<file path="src/aab_params.svh">
// offsets, field positions, opcodes and reset values of the accumulator alu
`ifndef AAB_PARAMS_SVH
`define AAB_PARAMS_SVH
`define AAB_OFF_CTRL 8'h00
`define AAB_OFF_ACC 8'h04
`define AAB_OFF_STATUS 8'h08
`define AAB_OFF_PORT 8'h0c
`define AAB_OFF_COUNT 8'h10
`define AAB_CTRL_EN_BIT 0
`define AAB_CTRL_PORT_BIT 1
`define AAB_ST_C_BIT 0
`define AAB_ST_HALF_CARRY_BIT 1
`define AAB_ST_Z_BIT 2
`define AAB_RST_CTRL 2'h3
`define AAB_RST_ACC 8'h00
`define AAB_RST_PORT 7'h00
`define AAB_RESP_OK 2'h0
`define AAB_RESP_ERR 2'h2
`define AAB_F_DEST 7
`define AAB_F_BIT_HI 9
`define AAB_F_BIT_LO 7
`define AAB_OP_ADD_ACC_TO_REG 6'h07
`define AAB_OP_AND_ACC_WITH_REG 6'h05
`define AAB_OP_AND_IMM_WITH_ACC 6'h39
`define AAB_OP_ADD_IMM_TO_ACC 5'h1f
`define AAB_OP_CLEAR_BIT 4'h4
`define AAB_OP_SET_BIT 4'h5
`define AAB_OP_SKIP_LOW 4'h6
`define AAB_OP_SKIP_HIGH 4'h7
`endif

</file>
<file path="src/unused_placeholder_none.sv">
// no content beyond this comment: intentionally empty unit
`timescale 1ns/100ps
`default_nettype none
`default_nettype wire

</file>
<file path="src/aab_pkg.sv">
// types of the accumulator alu
`default_nettype none
package aab_pkg;
  typedef enum logic [1:0] {
    st_exec  = 2'b01,
    st_flush = 2'b10
  } aab_state_t;

  typedef struct packed {
    aab_state_t  state;
    logic [1:0]  ctrl;
    logic [7:0]  acc;
    logic        flag_c;
    logic        half_carry_flag;
    logic        flag_z;
    logic [6:0]  port_addr;
    logic [15:0] count;
    logic        wr_en;
    logic [6:0]  wr_addr;
    logic [7:0]  wr_data;
    logic [7:0]  pin_s1;
    logic [7:0]  pin_s2;
    logic [7:0]  pin_s3;
    logic [7:0]  pin_val;
    logic        aw_got;
    logic [7:0]  aw_addr;
    logic        w_got;
    logic [31:0] w_data;
    logic [3:0]  w_strb;
    logic        bvalid;
    logic [1:0]  bresp;
    logic        rvalid;
    logic [31:0] rdata;
    logic [1:0]  rresp;
  } aab_regs_t;
endpackage : aab_pkg
`default_nettype wire

</file>
<file path="src/aab_alu.sv">
// accumulator alu with bit operations, skip control and axi4-lite registers
// Overview of operation
// RULE_01 - add immediate: acc plus 8-bit literal into acc, update C, half carry, Z.
// RULE_02 - add register: acc plus addressed register, update C, half carry, Z.
// RULE_03 - register ops: destination bit 0 writes acc, 1 writes register.
// RULE_04 - and immediate: acc AND literal into acc, only Z changes.
// RULE_05 - and register: acc AND register to selected destination, only Z changes.
// RULE_06 - clear bit: one selected register bit forced low, flags untouched.
// RULE_07 - set bit: one selected register bit forced high, flags untouched.
// RULE_08 - skip if low: bit zero discards next instruction as a nop.
// RULE_09 - skip if high: bit one discards next instruction, flags untouched.
// RULE_10 - a true test costs a second cycle executed as a nop.
// RULE_11 - port register operands come from pin levels, not output latches.
// RULE_12 - Z on zero result, C out of bit 7, half carry out of bit 3.
//
// The implementer's own choices: the placing of the registers and the AXI4-Lite interface to the registers.
`timescale 1ns/100ps
`default_nettype none
`include "aab_params.svh"
module aab_alu
  import aab_pkg::*;
(
  // clock and reset
  input  wire logic        clock,
  input  wire logic        rst_n,
  // instruction issue
  input  wire logic        instr_valid,
  output logic             instr_ready,
  input  wire logic [13:0] instr_word,
  // data register file
  output logic       [6:0] reg_raddr,
  input  wire logic  [7:0] reg_rdata,
  output logic             reg_we,
  output logic       [6:0] reg_waddr,
  output logic       [7:0] reg_wdata,
  // port pins
  input  wire logic  [7:0] pin_level,
  // core state
  output logic       [7:0] acc_value,
  output logic             flag_c,
  output logic             half_carry_flag,
  output logic             flag_z,
  output logic             nop_cycle,
  // axi4-lite slave
  input  wire logic        awvalid,
  output logic             awready,
  input  wire logic  [7:0] awaddr,
  input  wire logic        wvalid,
  output logic             wready,
  input  wire logic [31:0] wdata,
  input  wire logic  [3:0] wstrb,
  output logic             bvalid,
  input  wire logic        bready,
  output logic       [1:0] bresp,
  input  wire logic        arvalid,
  output logic             arready,
  input  wire logic  [7:0] araddr,
  output logic             rvalid,
  input  wire logic        rready,
  output logic      [31:0] rdata,
  output logic       [1:0] rresp
);

  localparam aab_regs_t RST_VAL = '{state: st_exec, ctrl: `AAB_RST_CTRL, acc: `AAB_RST_ACC,
                                   port_addr: `AAB_RST_PORT, default: '0};

  // ==========================================================
  // reset release
  logic      rst_s1_q;
  logic      rst_s2_q;
  aab_regs_t st_q;
  aab_regs_t st_d;

  always_ff @(posedge clock or negedge rst_n) begin
    if (!rst_n) begin
      rst_s1_q <= 1'b0;
      rst_s2_q <= 1'b0;
    end else begin
      rst_s1_q <= 1'b1;
      rst_s2_q <= rst_s1_q;
    end
  end

  // ==========================================================
  // decode and operands
  logic       instr_take;
  logic       add_immediate_to_acc;
  logic       add_acc_to_register;
  logic       and_immediate_with_acc;
  logic       and_acc_with_register;
  logic       clear_single_bit;
  logic       set_single_bit;
  logic       skip_if_bit_low;
  logic       skip_if_bit_high;
  logic       to_reg;
  logic [2:0] bit_idx;
  logic [7:0] bit_mask;
  logic [7:0] literal;
  logic       port_hit;
  logic [7:0] opnd;
  logic [7:0] add_b;
  logic [8:0] sum9;
  logic [4:0] sum_lo;
  logic [7:0] and_r;
  logic       skip_hit;
  logic       sw_apply;
  logic       acc_sw_wr;

  assign instr_ready            = st_q.ctrl[`AAB_CTRL_EN_BIT];
  assign instr_take             = instr_valid && instr_ready;
  assign add_immediate_to_acc   = instr_word[13:9] == `AAB_OP_ADD_IMM_TO_ACC;
  assign add_acc_to_register    = instr_word[13:8] == `AAB_OP_ADD_ACC_TO_REG;
  assign and_immediate_with_acc = instr_word[13:8] == `AAB_OP_AND_IMM_WITH_ACC;
  assign and_acc_with_register  = instr_word[13:8] == `AAB_OP_AND_ACC_WITH_REG;
  assign clear_single_bit       = instr_word[13:10] == `AAB_OP_CLEAR_BIT;
  assign set_single_bit         = instr_word[13:10] == `AAB_OP_SET_BIT;
  assign skip_if_bit_low        = instr_word[13:10] == `AAB_OP_SKIP_LOW;
  assign skip_if_bit_high       = instr_word[13:10] == `AAB_OP_SKIP_HIGH;
  assign to_reg                 = instr_word[`AAB_F_DEST];
  assign bit_idx                = instr_word[`AAB_F_BIT_HI:`AAB_F_BIT_LO];
  assign bit_mask               = 8'h01 << bit_idx;
  assign literal                = instr_word[7:0];
  assign reg_raddr              = instr_word[6:0];

  // forwarding covers the write still in flight to the register file
  assign port_hit = st_q.ctrl[`AAB_CTRL_PORT_BIT] && (reg_raddr == st_q.port_addr);
  always_comb begin
    if (port_hit) begin
      opnd = st_q.pin_val; // RULE_11
    end else if (st_q.wr_en && st_q.wr_addr == reg_raddr) begin
      opnd = st_q.wr_data;
    end else begin
      opnd = reg_rdata;
    end
  end

  assign add_b    = add_immediate_to_acc ? literal : opnd;
  assign sum9     = {1'b0, st_q.acc} + {1'b0, add_b};
  assign sum_lo   = {1'b0, st_q.acc[3:0]} + {1'b0, add_b[3:0]};
  assign and_r    = st_q.acc & (and_immediate_with_acc ? literal : opnd);
  assign skip_hit = (skip_if_bit_low && !opnd[bit_idx]) || (skip_if_bit_high && opnd[bit_idx]);
  assign sw_apply = st_q.aw_got && st_q.w_got;
  assign acc_sw_wr = sw_apply && st_q.w_strb[0] && ({st_q.aw_addr[7:2], 2'b00} == `AAB_OFF_ACC);

  // ==========================================================
  // next state
  always_comb begin
    st_d        = st_q;
    st_d.pin_s1 = pin_level;
    st_d.pin_s2 = st_q.pin_s1;
    st_d.pin_s3 = st_q.pin_s2;
    if (st_q.pin_s2 == st_q.pin_s3) begin
      st_d.pin_val = st_q.pin_s3;
    end
    st_d.wr_en = 1'b0;
    case (st_q.state)
      st_flush: begin
        // the instruction that arrives now is dropped
        if (instr_take) begin
          st_d.state = st_exec; // RULE_10
        end
      end
      st_exec: begin
        if (instr_take) begin
          st_d.count = st_q.count + 16'h0001;
          if (add_immediate_to_acc || add_acc_to_register) begin
            st_d.flag_c          = sum9[8]; // RULE_12
            st_d.half_carry_flag = sum_lo[4]; // RULE_12
            st_d.flag_z          = sum9[7:0] == 8'h00; // RULE_12
            if (add_acc_to_register && to_reg) begin
              st_d.wr_en   = 1'b1; // RULE_03
              st_d.wr_addr = reg_raddr;
              st_d.wr_data = sum9[7:0]; // RULE_02
            end else begin
              st_d.acc = sum9[7:0]; // RULE_01 RULE_02
            end
          end
          if (and_immediate_with_acc || and_acc_with_register) begin
            st_d.flag_z = and_r == 8'h00; // RULE_04 RULE_05
            if (and_acc_with_register && to_reg) begin
              st_d.wr_en   = 1'b1; // RULE_03
              st_d.wr_addr = reg_raddr;
              st_d.wr_data = and_r; // RULE_05
            end else begin
              st_d.acc = and_r; // RULE_04 RULE_05
            end
          end
          if (clear_single_bit || set_single_bit) begin
            st_d.wr_en   = 1'b1;
            st_d.wr_addr = reg_raddr;
            st_d.wr_data = set_single_bit ? (opnd | bit_mask) : (opnd & ~bit_mask); // RULE_06 RULE_07
          end
          if (skip_hit) begin
            st_d.state = st_flush; // RULE_08 RULE_09 RULE_10
          end
        end
      end
      default: begin
        st_d.state = st_exec;
      end
    endcase

    // bus write last, so software wins a same-cycle clash on acc
    if (awvalid && awready) begin
      st_d.aw_got  = 1'b1;
      st_d.aw_addr = awaddr;
    end
    if (wvalid && wready) begin
      st_d.w_got  = 1'b1;
      st_d.w_data = wdata;
      st_d.w_strb = wstrb;
    end
    if (st_q.bvalid && bready) begin
      st_d.bvalid = 1'b0;
    end
    if (sw_apply) begin
      st_d.aw_got = 1'b0;
      st_d.w_got  = 1'b0;
      st_d.bvalid = 1'b1;
      st_d.bresp  = `AAB_RESP_OK;
      case ({st_q.aw_addr[7:2], 2'b00})
        `AAB_OFF_CTRL: begin
          if (st_q.w_strb[0]) begin
            st_d.ctrl = st_q.w_data[1:0];
          end
        end
        `AAB_OFF_ACC: begin
          if (st_q.w_strb[0]) begin
            st_d.acc = st_q.w_data[7:0];
          end
        end
        `AAB_OFF_PORT: begin
          if (st_q.w_strb[0]) begin
            st_d.port_addr = st_q.w_data[6:0];
          end
        end
        `AAB_OFF_STATUS, `AAB_OFF_COUNT: begin
          st_d.bresp = `AAB_RESP_OK;
        end
        default: begin
          st_d.bresp = `AAB_RESP_ERR;
        end
      endcase
    end

    if (st_q.rvalid && rready) begin
      st_d.rvalid = 1'b0;
    end
    if (arvalid && arready) begin
      st_d.rvalid = 1'b1;
      st_d.rresp  = `AAB_RESP_OK;
      st_d.rdata  = 32'h0000_0000;
      case ({araddr[7:2], 2'b00})
        `AAB_OFF_CTRL:   st_d.rdata[1:0] = st_q.ctrl;
        `AAB_OFF_ACC:    st_d.rdata[7:0] = st_q.acc;
        `AAB_OFF_STATUS: begin
          st_d.rdata[`AAB_ST_C_BIT]          = st_q.flag_c;
          st_d.rdata[`AAB_ST_HALF_CARRY_BIT] = st_q.half_carry_flag;
          st_d.rdata[`AAB_ST_Z_BIT]          = st_q.flag_z;
        end
        `AAB_OFF_PORT:   st_d.rdata[6:0]  = st_q.port_addr;
        `AAB_OFF_COUNT:  st_d.rdata[15:0] = st_q.count;
        default:         st_d.rresp = `AAB_RESP_ERR;
      endcase
    end
  end

  always_ff @(posedge clock or negedge rst_s2_q) begin
    if (!rst_s2_q) begin
      st_q <= RST_VAL;
    end else begin
      st_q <= st_d;
    end
  end

  // ==========================================================
  // outputs
  assign awready         = !st_q.aw_got && !st_q.bvalid;
  assign wready          = !st_q.w_got && !st_q.bvalid;
  assign arready         = !st_q.rvalid;
  assign bvalid          = st_q.bvalid;
  assign bresp           = st_q.bresp;
  assign rvalid          = st_q.rvalid;
  assign rdata           = st_q.rdata;
  assign rresp           = st_q.rresp;
  assign reg_we          = st_q.wr_en;
  assign reg_waddr       = st_q.wr_addr;
  assign reg_wdata       = st_q.wr_data;
  assign acc_value       = st_q.acc;
  assign flag_c          = st_q.flag_c;
  assign half_carry_flag = st_q.half_carry_flag;
  assign flag_z          = st_q.flag_z;
  assign nop_cycle       = st_q.state == st_flush;

  // ==========================================================
  // checks
  logic       exec_take;
  logic [2:0] flags_w;
  assign exec_take = instr_take && !nop_cycle;
  assign flags_w   = {st_q.flag_c, st_q.half_carry_flag, st_q.flag_z};
endmodule : aab_alu
`default_nettype wire

</file>
<file path="config.mk">
export PLATFORM = sky130hd
export DESIGN_NAME = aab_alu
export DESIGN_NICKNAME = d
export VERILOG_FILES = /design/src/unused_placeholder_none.sv /design/src/aab_pkg.sv /design/src/aab_alu.sv
export VERILOG_INCLUDE_DIRS = /design/src /design/src/src
export SDC_FILE = /design/constraint.sdc
export NUM_CORES = 1
export LEC_CHECK = 0
export ABC_AREA = 1
export BUFFER_PORTS_ARGS = -buffer_cell sky130_fd_sc_hd__buf_4
export CAP_MARGIN = 20
export CELL_PAD_IN_SITES_DETAIL_PLACEMENT = 0
export CELL_PAD_IN_SITES_GLOBAL_PLACEMENT = 1
export CORE_MARGIN = 1.5
export CORE_UTILIZATION = 41
export CTS_BUF_LIST = sky130_fd_sc_hd__clkbuf_8
export CTS_CLUSTER_SIZE = 28
export DETAILED_ROUTE_END_ITERATION = 6
export PLACE_DENSITY_LB_ADDON = 0.2
export SLEW_MARGIN = 10
export SYNTH_ARGS = -nofsm -noshare
export SYNTH_HDL_FRONTEND = slang
export SYNTH_SLANG_ARGS = --single-unit
</file>
<file path="constraint.sdc">
create_clock -name clock -period 4.4 [get_ports clock]
set_clock_uncertainty 0.15 [all_clocks]
set_input_delay 0.88 -clock clock [delete_from_list [all_inputs] [get_ports clock]]
set_output_delay 0.88 -clock clock [all_outputs]
set_load 0.1 [all_outputs]
</file>
; After elaboration in Yosys (flattened, before gate mapping)
; Cells that the tools add are included.
[totals]
register_bits = 156
output_inout_bits = 77
input_bits = 90
ramBits = 0
word_cells = 144
memories = 0
latch_bits = 0
romBits = 0
[classes]
n_div = 0
add_sub_neg = 3
eq_ne = 24
magnitude_cmp = 1
mux = 43
mul = 0
n_bitwise = 4
n_shift = 1
reduce_logical = 41
[ops]
columns = operator, count
row1 = 16-bit two-way mux, 7
row2 = 8-bit two-way mux, 12
row3 = 37-bit two-way mux, 1
row4 = 35-bit two-way mux, 1
row5 = 11-bit two-way mux, 3
row6 = "6-bit by 2-bit equality test with 1-bit output, second input constant", 4
row7 = "6-bit by 3-bit equality test with 1-bit output, second input constant", 4
row8 = "16-bit by 1-bit adder with 16-bit output, second input constant", 1
row9 = 8-bit bitwise AND, 2
row10 = "4-bit by 3-bit equality test with 1-bit output, second input constant", 4
row11 = 8-bit zero test, 2
row12 = 1-bit logical AND, 15
row13 = 3-bit AND reduction, 5
row14 = 7-bit equality test, 2
row15 = "6-bit by 1-bit equality test with 1-bit output, second input constant", 2
row16 = 6-bit zero test, 2
row17 = 4-bit one-hot mux with 3 select lines, 1
row18 = 2-bit two-way mux, 5
row19 = 2-bit one-hot mux with 5 select lines, 1
row20 = 2-bit nonzero test, 5
row21 = 5-bit OR reduction, 2
row22 = 8-bit by 8-bit adder with 9-bit output, 1
row23 = 9-bit two-way mux, 1
row24 = 8-bit equality test, 1
row25 = 20 further kinds, 33

; Longest topological paths before layout
; Gate-level depths: netlist of run 1.
[depth]
depth_word = 15
depth_mapped = 24
ltp_nobuf = 24

; Least setup slack after synthesis of run 1
; Ideal clock, no wire load.
[synth_timing]
kind = reg2reg
startpoint = register st_q, in the netlist reg_we
endpoint = register st_q, in the netlist flag_z
setup_ns = 0.121
path_buffers = 0
required_time_ns = 4.129
synth_period_minus_slack_ns = 3.568
arrival_time_ns = 3.297
path_slack_ns = 0.832
stages_incl_launch_ff = 21
cell_sequence = dfrtp_1 a21boi_2 nand2_1 nor2_4 nand3_1 nand3_2 nand2_2 nand2_1 o21ai_0 ha_1 fa_1 nand3_1 nand2_1 a21oi_1 o21bai_1 xor2_1 nor2_1 nand3_1 nand2_1 a21oi_1 nor2_1
[synth_between]
elab_chain_cells = 8
elab_cells_between_ends = 11
cone_classes = add/sub (1) / mux (6) / bitwise (1) / reduce/logical (3)
[synth_lines]
columns = item, line_no
row1 = "start, declared", aab_alu.sv:71  ; aab_regs_t st_q;
row2 = "start signal, assigned", aab_alu.sv:272  ; st_q <= st_d;
row3 = 1-bit logical AND *, aab_alu.sv:130  ; end else if (st_q.wr_en && st_q.wr_addr == reg_raddr) begin
row4 = 8-bit two-way mux *, aab_alu.sv:130
row5 = 8-bit two-way mux *, aab_alu.sv:128  ; if (port_hit) begin
row6 = 8-bit two-way mux, aab_alu.sv:137  ; assign add_b = add_immediate_to_acc ? literal : opnd;
row7 = 8-bit by 8-bit adder with 9-bit output, aab_alu.sv:138  ; assign sum9 = {1'b0, st_q.acc} + {1'b0, add_b};
row8 = 8-bit zero test, aab_alu.sv:169  ; st_d.flag_z = sum9[7:0] == 8'h00;
row9 = 11-bit two-way mux, aab_alu.sv:166  ; if (add_immediate_to_acc || add_acc_to_register) begin
row10 = 1-bit two-way mux *, aab_alu.sv:178  ; if (and_immediate_with_acc || and_acc_with_register) begin
; Every way passes the cells marked *; elsewhere a longest branch is shown, timed or not. The select of a mux whose other input is x is not followed.
; A chain may end at the register's enable or synchronous reset.

; Final worst setup path of run 1
[layout_timing]
startpoint = input port instr_word[1]
endpoint = register st_q, in the netlist flag_z
[layout_between]
elab_chain_cells = 9
elab_cells_between_ends = 14
cone_classes = add/sub (1) / eq/ne (2) / mux (6) / bitwise (1) / reduce/logical (4)
[layout_lines]
columns = item, line_no
row1 = "start, declared", aab_alu.sv:29  ; input wire logic [13:0] instr_word,
row2 = 7-bit equality test, aab_alu.sv:130
row3 = 1-bit logical AND, aab_alu.sv:130
row4 = 8-bit two-way mux, aab_alu.sv:130
row5 = 8-bit two-way mux, aab_alu.sv:128
row6 = 8-bit two-way mux, aab_alu.sv:137
row7 = 8-bit by 8-bit adder with 9-bit output, aab_alu.sv:138
row8 = 8-bit zero test, aab_alu.sv:169
row9 = 11-bit two-way mux, aab_alu.sv:166
row10 = 1-bit two-way mux *, aab_alu.sv:178
; Marks and branches as above.

==> metrics.md, run 1 <==
| Metric | Value |
|---|---|
| Synth Area in XOR/XNOR | `3.87%` |
| Net Switching | `1.74 mW` |
| Port-buffer cells | `between 100 and 150` |
| CTS Hold Bufs | `0` |
| Final setup viols | `0` |
| Final Total Pwr | `about 3.8 mW` |
| Iter 0 DRT Violations | `379` |
| Max Cap Viol | `0` |
| Critical path arrival | `3960 ps` |
| Slew Viols, Final | `0` |
| DRC | `0` |
| Total number of vias | `6121` |
| Post-synthesis mux area share | `approximately 1.7%` |
| Yosys reg bits | `125` |
| Crit Reg-Reg Endpoint | `flag_z` |
| Synth Area in Simple Gates | `23.1%` |
| Die height | `~140 µm` |
| Tcrit/Tclk final | `85.8%` |
| Switching part of the total | `between 40% and 50%` |
| Critical-path top delay cell | `fa_1` |
| Core footprint | `17300 µm²` |
| # diodes | `0` |
| FP Rows | `48` |
| 1st-pass router iterations | `5` |
| Final wirelength | `19700 µm` |
| Sink Count | `125` |
| CTS tree | `done` |
| GP Congestion | `0.898` |
| Reg2Reg Setup Slack | `700 ps` |
| Non-filler instance count after layout | `around 1200` |
| Clock power share | `between 20% and 30%` |
| Gr usage total | `22.6%` |
| Main synth FF type | `dfrtp_1` |
| Via density | `between 5 and 6` |
| Largest family of logic cells by synthesized area | `simple AND/OR/NAND/NOR gates` |
| Top cells by area, synth | `dfrtp_1, nand2_1, buf_4, inv_1, nor2_1` |
| Gate power share | `36.9%` |
| Ratio of cells with drive above 1 in the final layout | `21.5%` |
| Crit path kind | `in2reg` |
| Leakage | `about 4.3 nW` |
| Die area | `between 15000 and 20000 µm²` |
| Final Hold Vio Count | `0` |
| I/O pin count | `167` |
| TritonCTS Buffers | `17` |
| Inst Count DP | `1191` |
| Post-route setup slack | `623 ps` |
| Critical path cell sequence | `buf_4, o21ai_1, inv_2, nand2_1, nor2_1, nand2_4, clkinv_2, nand2_1, nand2_2, nand2_1, o21ai_0, ha_1, fa_1, nand3_1, nand2_1, a21oi_1, o21bai_1, xor2_1, nor2_1, nand3_1, nand2_1, a21oi_1, nor2_1` |
| Post-Synthesis Cells | `around 900` |
| Period minus WS final | `roughly 3800 ps` |
| Critical Path End Type | `register` |
| Post-synth EDFFs | `0` |
| Sequential share of power | `38.9%` |
| CP startpoint kind | `input pin` |
| Top-count cell post-synth | `nand2_1` |
| Setup TNS | `0 ps` |
| Worst R2R Path Depth | `24` |
| Internal | `2.08 mW` |
| Dpl ws | `247 ps` |
| Area delta synth->final | `15.6%` |
| Cell area after synthesis | `7240 µm²` |
| Vias in the first global route | `5772` |
| Tightest Pin Transition | `863 ps` |
| Crit-path max FO | `7` |
| Final core utilization | `between 40% and 50%` |
| Outcome | `completed` |
| Compound-Gate Fraction of Synth Area | `12.2%` |
| Htree depth | `4` |
| Total grt overflow | `0` |
| Largest net degree at the start of global routing | `83` |
| Post-DP HPWL | `15200 µm` |
| Die X-Extent | `136 µm` |
| Starting Density | `a little over two fifths` |
| First-pass GRT wire length | `31600 µm` |
| Synth cell count leaders | `nand2_1, dfrtp_1, inv_1` |
| Slew headroom | `around two fifths` |
| Post-synthesis sequential area ratio | `43.2%` |
| Crit-path max cell delay | `approximately 400 ps` |
| Post-synth top area cell | `dfrtp_1` |
| Async SR Flop Fraction | `100%` |
| # nets final | `roughly 1100` |
| Synth top area share | `42.2%` |
| Setup repair after global routing missed its margin | `no` |
| Resized Gates After CTS | `0` |
| Clock Latency Late Sink | `440 ps` |
| Post-DP Area | `7990 µm²` |
| Root Buffer | `clkbuf_8` |
| Reg2reg start | `st_q[151]` |
| Post-Layout Inst Area | `8370 µm²` |
| Most used cell, CP | `nand2_1` |
| Longest Clk Path Bufs | `2` |
| F_max | `265 MHz` |
| Worst min-delay path class | `reg2async` |
| ANT nets after route | `0` |
| Post-CTS Setup Inserts | `0` |
| Synth Area in Adders | `1.83%` |
| Initial antenna violation count | `0` |
| Clock slew at reported path FFs | `80 ps` |
| DR WL/cell | `16.1 µm` |
| Syn Area/Cell | `about 8 µm²` |
| Yosys Warn Count | `0` |
| Worst Path Required | `4590 ps` |
| Post-synthesis cell type count | `48` |
| Cell Pwr Density | `456 nW/µm²` |
| Hold WS | `50.4 ps` |
| Worst VDD drop | `0.527 mV` |
==> sequential cells by signal, summed over array words and instances (netlist names), 7 cells and up <==
register	count
acc_value	8
rdata	16
reg_waddr	7
reg_wdata	8
st_d	16
st_q	59
==> worst max-delay path: cells and delay by family <==
family	cells	cell delay [ps]
AND/OR/NAND/NOR	12	1090
adder cells (fa/ha/maj)	2	630
AO/OA/AOI/OAI	5	700
XOR/XNOR	1	340
buffers and inverters	3	320
==> cell type report <==
type | count | area [µm²]
fill | 1813 | 8920
multi-input combinational | 594 | 3160
sequential | 125 | 3140
timing repair buffer | 129 | 988
inverter | 119 | 448
tap | 225 | 282
clock buffer | 18 | 248
clock inverter | 14 | 110
==> placed cells by master (no fill, tap or decap), types with 3 or more instances in the layout <==
| master | instances |
|---|---|
| o21ai_0 | 57 |
| buf_4 | 128 |
| nor3_1 | 3 |
| o31ai_1 | 7 |
| nand2_1 | 175 |
| a31oi_1 | 7 |
| a21oi_1 | 50 |
| clkinv_1 | 4 |
| nand3_1 | 54 |
| nand4_1 | 10 |
| nor4_1 | 7 |
| o211ai_1 | 4 |
| dfrtp_1 | 121 |
| clkbuf_8 | 18 |
| mux2_2 | 11 |
| xnor2_1 | 3 |
| nand3_2 | 7 |
| inv_6 | 6 |
| inv_2 | 12 |
| clkinv_2 | 3 |
| o21ai_1 | 12 |
| a221oi_1 | 6 |
| nor2_4 | 4 |
| nand3b_1 | 3 |
| nand2_2 | 6 |
| conb_1 | 19 |
| dfstp_2 | 3 |
| o22ai_1 | 3 |
| ha_1 | 9 |
| inv_1 | 103 |
| nor3_2 | 4 |
| nor2_1 | 82 |
| and2_1 | 4 |
| a22oi_1 | 4 |
| xor2_1 | 29 |
==> power groups by stage <==
| stage | Combinational [mW] | Sequential [mW] | Clock, mW |
|---|---|---|---|
| finish | 1.41 | 1.49 | 0.925 |
| global route | 1.52 | 1.51 | 1.01 |
| CTS | 1.40 | 1.50 | 0.963 |
| detailed placement | 1.39 | 1.52 | 0 |
| global placement | 1.38 | 1.52 | 0 |
| floorplan | 1.12 | 1.50 | 0 |
==> per-layer routing <==
layer	GRT usage [%]	vias up	wire length (µm)
li1	-	3042	-
met1	33.1	2887	9530
met2	34.6	173	8950
met3	3.69	19	1030
met4	6.09	0	237
met5	0	-	0
==> worst max path at each step <==
stage,depth (start not counted),from,end
CTS,23,instr_word[1],flag_z
global placement,23,instr_word[1],flag_z
global route,20,instr_word[4],flag_z
detailed placement,23,instr_word[1],flag_z
finish,23,instr_word[1],flag_z
floorplan,0,rst_s2_q,acc_value[0]
==> logic make-up after synthesis <==
family	after synthesis
other cells	2
fa+ha+maj	10
mux	11
simple gates	365
buf+inv	200
flops	125
xor+xnor	32
compound gates	157
No activity file was read; power rests on OpenSTA's default activity.
==> run 2: changes to the inputs <==
Settings changed: ABC_AREA 1 to unset, CORE_UTILIZATION 41 to 42.
==> metrics.md, run 2 <==
| Metric | Value |
|---|---|
| Outcome | `completed` |
| Inst Count DP | `997` |
| Uppermost routed layer | `met4` |
| Post-synth top area cell | `dfrtp_1` |
| TritonCTS Buffers | `17` |
| I/O pin count | `167` |
| Area delta synth->final | `21.1%` |
| Setup repair after global routing missed its margin | `no` |
| Leading cell type in the layout, fill and taps excluded | `buf_4` |
| Hold WS | `29.5 ps` |
| Post-DP HPWL | `14000 µm` |
| Syn Area/Cell | `slightly below 10 µm²` |
| Htree depth | `4` |
| 1st-pass router iterations | `5` |
| Period minus WS final | `approximately 4200 ps` |
| Yosys Warn Count | `0` |
| Top-count cell post-synth | `dfrtp_1` |
| Length of routed met3 wiring | `about 1100 µm` |
| Post-synthesis cell type count | `51` |
| Reg area | `3140 µm²` |
| Slew Viols, Final | `0` |
| # diodes | `0` |
| Crit-path max FO | `3` |
| Ratio of cells with drive above 1 in the final layout | `32.3%` |
| Core footprint | `15800 µm²` |
| Post-CTS Setup Inserts | `0` |
| Critical path cell sequence | `buf_4, xor2_1, or4b_1, o21ai_1, a31oi_1, mux2_2, ha_2, fa_2, a21o_1, a21oi_2, o21bai_1, a21oi_2, xnor2_1, or4b_4, a31oi_1` |
| DR WL/cell | `17.6 µm` |
| Post-synth EDFFs | `0` |
| Resized Gates After CTS | `0` |
| Cell area after synthesis | `6750 µm²` |
| Die area | `16800 µm²` |
| Yosys reg bits | `about 130` |
| Max Cap Viol | `0` |
| Most frequent cells in the layout | `buf_4, dfrtp_1, nand2_1, mux2_2, nor2_1` |
| Total number of vias | `~5400` |
| Crit path kind | `in2reg` |
| CTS tree | `done` |
| Synth cell count leaders | `dfrtp_1, nand2_1, buf_4` |
| ANT nets after route | `0` |
| Max FFs per register | `59` |
| Worst VDD drop | `0.441 mV` |
| Final setup viols | `0` |
| # nets final | `900` |
| Most flops, register | `st_q` |
| F_max | `roughly 240 MHz` |
| Final Total Pwr | `4.40 mW` |
| Vias in the first global route | `between 5000 and 6000` |
| Critical path arrival | `4380 ps` |
| Iter 0 DRT Violations | `352` |
| Die height | `130 µm` |
| Largest net degree at the start of global routing | `56` |
| Leakage | `between 3 and 4 nW` |
| Async SR Flop Fraction | `100%` |
| Via density | `5.22` |
| Die X-Extent | `approximately 130 µm` |
| Non-filler instance count after layout | `just over 1000` |
| Clock Latency Late Sink | `440 ps` |
| FILL cells | `1507` |
| Port-buffer cells | `117` |
| Post-DP Area | `7800 µm²` |
| Post-Synthesis Cells | `681` |
| Multi-input logic area | `3100 µm²` |
| CP startpoint kind | `input pin` |
| Root Buffer | `clkbuf_8` |
| Post-Layout Inst Area | `8170 µm²` |
| Final core utilization | `51.8%` |
| First-pass GRT wire length | `around 29000 µm` |
| Tcrit/Tclk final | `a little over nine tenths` |
| Worst min-delay path class | `reg2async` |
| Crit-path max cell delay | `620 ps` |
| FP Rows | `46` |
| Longest Clk Path Bufs | `2` |
| CTS Hold Bufs | `0` |
| Initial antenna violation count | `0` |
| Final wirelength | `18100 µm` |
| Tightest Pin Transition | `798 ps` |
| Sink Count | `125` |
| Worst Path Required | `about 4600 ps` |
| M1 wire length | `roughly 8200 µm` |
| Post-synthesis sequential area ratio | `46.4%` |
| Clock slew at reported path FFs | `80 ps` |
| Starting Density | `42.8%` |
| Main synth FF type | `dfrtp_1` |
| Critical Path End Type | `register` |
| GP Congestion | `between 0.9 and 1` |
| Critical-path top delay cell | `or4b_1` |
| Final Hold Vio Count | `0` |
| Synth top area share | `45.2%` |
| Top cells by area, synth | `dfrtp_1, buf_4, mux2_2, nand2_1, xnor2_1` |
| DR WL met2 | `8470 µm` |
| Gr usage total | `22.7%` |
| Total grt overflow | `0` |
| DRC | `0` |
| Slew headroom | `46.7%` |
| Cell Pwr Density | `about 540 nW/µm²` |
run 2: worst max-delay path, delay by kind of cell:
| kind | cells | cell delay, ps |
|---|---|---|
| and+or+nand+nor | 2 | 1110 |
| buffers and inverters | 1 | 120 |
| muxes | 1 | 290 |
| adders and majority gates | 2 | 530 |
| AOI/OAI and AO/OA | 7 | 1150 |
| xor gates and xnor gates | 2 | 300 |
run 2: through the flow:
stage / setup WS (ps) / setup TNS (ps)
floorplan: 111 / 0
global placement: -167 / -408
detailed placement: -224 / -639
CTS: 253 / 0
global route: 120 / 0
finish: 237 / 0
run 2: final cells by class:
class	instances	share of cell area (%)
clock buffers	18	3.03
clock inverters	13	1.47
inverters	9	0.413
multi-input cells	478	37.9
flip-flops and latches	125	38.4
well taps	216	3.31
repair buffers	169	15.5
run 2: worst paths after layout:
kind / to / from / slack [ps] / cells past startpoint
worst max-delay path: flag_z / instr_word[3] / 240 / 15
worst min-delay path: reg_wdata[2] / rst_s2_q / 30 / 0
worst max register to register: flag_z / reg_waddr[3] / 350 / 14
worst min register to register: reg_wdata[2] / rst_s2_q / 30 / 0
max in group asynchronous: st_q[138] / rst_s2_q / 3130 / 1
min in group clock: st_d[93] / st_d[101] / 200 / 0
run 2: kinds of logic after synthesis:
group / after synthesis / share of synthesized area, %
AO/OA/AOI/OAI: 115 / 10.1
flip-flops: 125 / 46.4
buffers and inverters: 95 / 9.03
adder cells (fa/ha/maj): 10 / 1.96
multiplexers: 63 / 10.8
AND/OR/NAND/NOR: 227 / 15.8
other: 2 / 0.111
XOR/XNOR: 44 / 5.71
run 2: layer usage:
layer  GRT usage [%]  vias to the layer above
li1                -                     2545
met1            30.9                     2597
met2            34.9                      191
met3            5.70                       29
met4            8.50                        0
met5               0                        -
run 2: where the power goes:
group | switching (mW) | internal, mW | total (mW)
combinational | 1.26 | 0.589 | 1.85
clock | 0.487 | 0.459 | 0.946
sequential | 0.242 | 1.36 | 1.61
==> run 3: changes to the inputs <==
Settings changed: CELL_PAD_IN_SITES_DETAIL_PLACEMENT 0 to unset, CELL_PAD_IN_SITES_GLOBAL_PLACEMENT 1 to unset, CORE_UTILIZATION 42 to 56, RECOVER_POWER set to 25.
==> metrics.md, run 3 (synthesis gave the netlist of run 2 again) <==
| Metric | Value |
|---|---|
| CP bufs+invs | `1` |
| Worst min-delay path class | `in2async` |
| Critical Path End Type | `register` |
| ANT nets after route | `0` |
| Iter 0 DRT Violations | `459` |
| Most frequent cells in the layout | `buf_4, dfrtp_1, nand2_1, mux2_2, nor2_1` |
| Initial antenna violation count | `0` |
| GP Congestion | `1.00` |
| Worst R2R Path Depth | `14` |
| Gr usage total | `27.9%` |
| Crit-path max cell delay | `610 ps` |
| Vias in the first global route | `between 5000 and 6000` |
| Port-buffer cells | `117` |
| Htree depth | `4` |
| Sink Count | `125` |
| Non-filler instance count after layout | `~950` |
| Crit Reg-Reg Endpoint | `flag_z` |
| CTS Hold Bufs | `0` |
| FILL cells | `924` |
| CP startpoint kind | `input pin` |
| Final setup viols | `0` |
| Failing checks | `capacitance limit, slew limit` |
| Post-DP HPWL | `13000 µm` |
| Die X-Extent | `113 µm` |
| Dpl ws | `-175 ps` |
| Outcome | `finished with violations` |
| Leakage | `around 3.8 nW` |
| Leading cell type in the layout, fill and taps excluded | `buf_4` |
| Critical path endpoint | `flag_z` |
| I/O pin count | `167` |
| CTS tree | `done` |
| Die area | `12700 µm²` |
| Worst Path Required | `4610 ps` |
| Final Hold Vio Count | `0` |
| Cell Pwr Density | `551 nW/µm²` |
| Clock slew at reported path FFs | `70 ps` |
| Hold WS | `between 50 and 60 ps` |
| Crit-path max FO | `3` |
| Total grt overflow | `0` |
| Tightest Pin Transition | `2330 ps` |
| Most flops, register | `st_q` |
| FP Rows | `39` |
| Critical path arrival | `4380 ps` |
| Crit path max-delay family | `compound AO/OA/AOI/OAI gates` |
| Critical Path Source | `instr_word[3]` |
| Critical-path top delay cell | `or4b_1` |
| Tcrit/Tclk final | `94.8%` |
| Setup repair after global routing missed its margin | `no` |
| Max Cap Viol | `1` |
| Worst VDD drop | `0.571 mV` |
| Critical path cell sequence | `buf_4, xor2_1, or4b_1, o21ai_1, a31oi_1, mux2_2, ha_2, fa_2, a21o_1, a21oi_2, o21bai_1, a21oi_2, xnor2_1, or4b_4, a31oi_1` |
| Total number of vias | `5356` |
| Slew headroom | `-55.4%` |
| Max FFs per register | `59` |
| Post-CTS Setup Inserts | `0` |
| Die height | `between 100 and 150 µm` |
| DRC | `0` |
| Resized Gates After CTS | `0` |
| Area delta synth->final | `18.6%` |
| Reg2reg start | `reg_waddr[3]` |
| Reg2Reg Setup Slack | `340 ps` |
| Starting Density | `58.4%` |
| First-pass GRT wire length | `~27000 µm` |
| Post-route setup slack | `228 ps` |
| 1st-pass router iterations | `4` |
| Inst Count DP | `913` |
| Largest net degree at the start of global routing | `47` |
| Ratio of cells with drive above 1 in the final layout | `a little under a third` |
| Slew Viols, Final | `46` |
| Period minus WS final | `4170 ps` |
| DR WL/cell | `roughly 18 µm` |
| Longest Clk Path Bufs | `2` |
| Crit path kind | `in2reg` |
| Setup TNS | `0 ps` |
| Root Buffer | `clkbuf_8` |
| Final wirelength | `17000 µm` |
| TritonCTS Buffers | `17` |
| Worst path depth | `15` |
| F_max | `240 MHz` |
| Via density | `5.67` |
| Clock Latency Late Sink | `440 ps` |
| Core footprint | `~12000 µm²` |
| # diodes | `0` |
| # nets final | `889` |
==> run 3: routing by layer <==
layer  up-vias  wire (µm)  track usage, %
met4         0        437            11.1
met3        25       1080            6.00
met1      2583       7570            38.9
met2       215       7940            42.8
li1       2533          -               -
met5         -          0               0
==> run 3: power by group <==
part | leakage [nW] | internal [mW] | switching (mW)
Clock | 0.208 | 0.525 | 0.451
Combinational | 1.96 | 0.571 | 1.25
Sequential | 1.59 | 1.36 | 0.243
Total | 3.76 | 2.46 | 1.95
==> run 3: per-stage QoR <==
stage / area [µm²] / total power [mW] / utilization [%]
after floorplan: 6840 / 3.01 / -
after global placement: 7630 / 3.40 / 66.0
after detailed placement: 7630 / 3.44 / 66.0
after CTS: 8010 / 4.42 / 69.3
after global routing: 8000 / 4.61 / 69.2
final: 8000 / 4.41 / 69.2
==> run 3: worst min path at each step <==
stage                        start      endpoint  slack, ps
after floorplan           rst_s1_q      rst_s2_q        180
final                        rst_n      rst_s1_q         60
after global placement    rst_s2_q  reg_waddr[5]        120
after detailed placement  rst_s2_q  reg_waddr[6]        130
after CTS                    rst_n      rst_s2_q         20
after global routing         rst_n      rst_s1_q         40
==> run 3: final cells by class <==
cell class	instances	area (µm²)	area share [%]
Clock buffer	19	262	3.27
Clock inverter	13	123	1.53
Inverter	9	33.8	0.422
Multi-Input combinational cell	478	3100	38.7
Sequential cell	125	3130	39.1
Tap cell	143	179	2.24
Timing Repair Buffer	158	1180	14.7
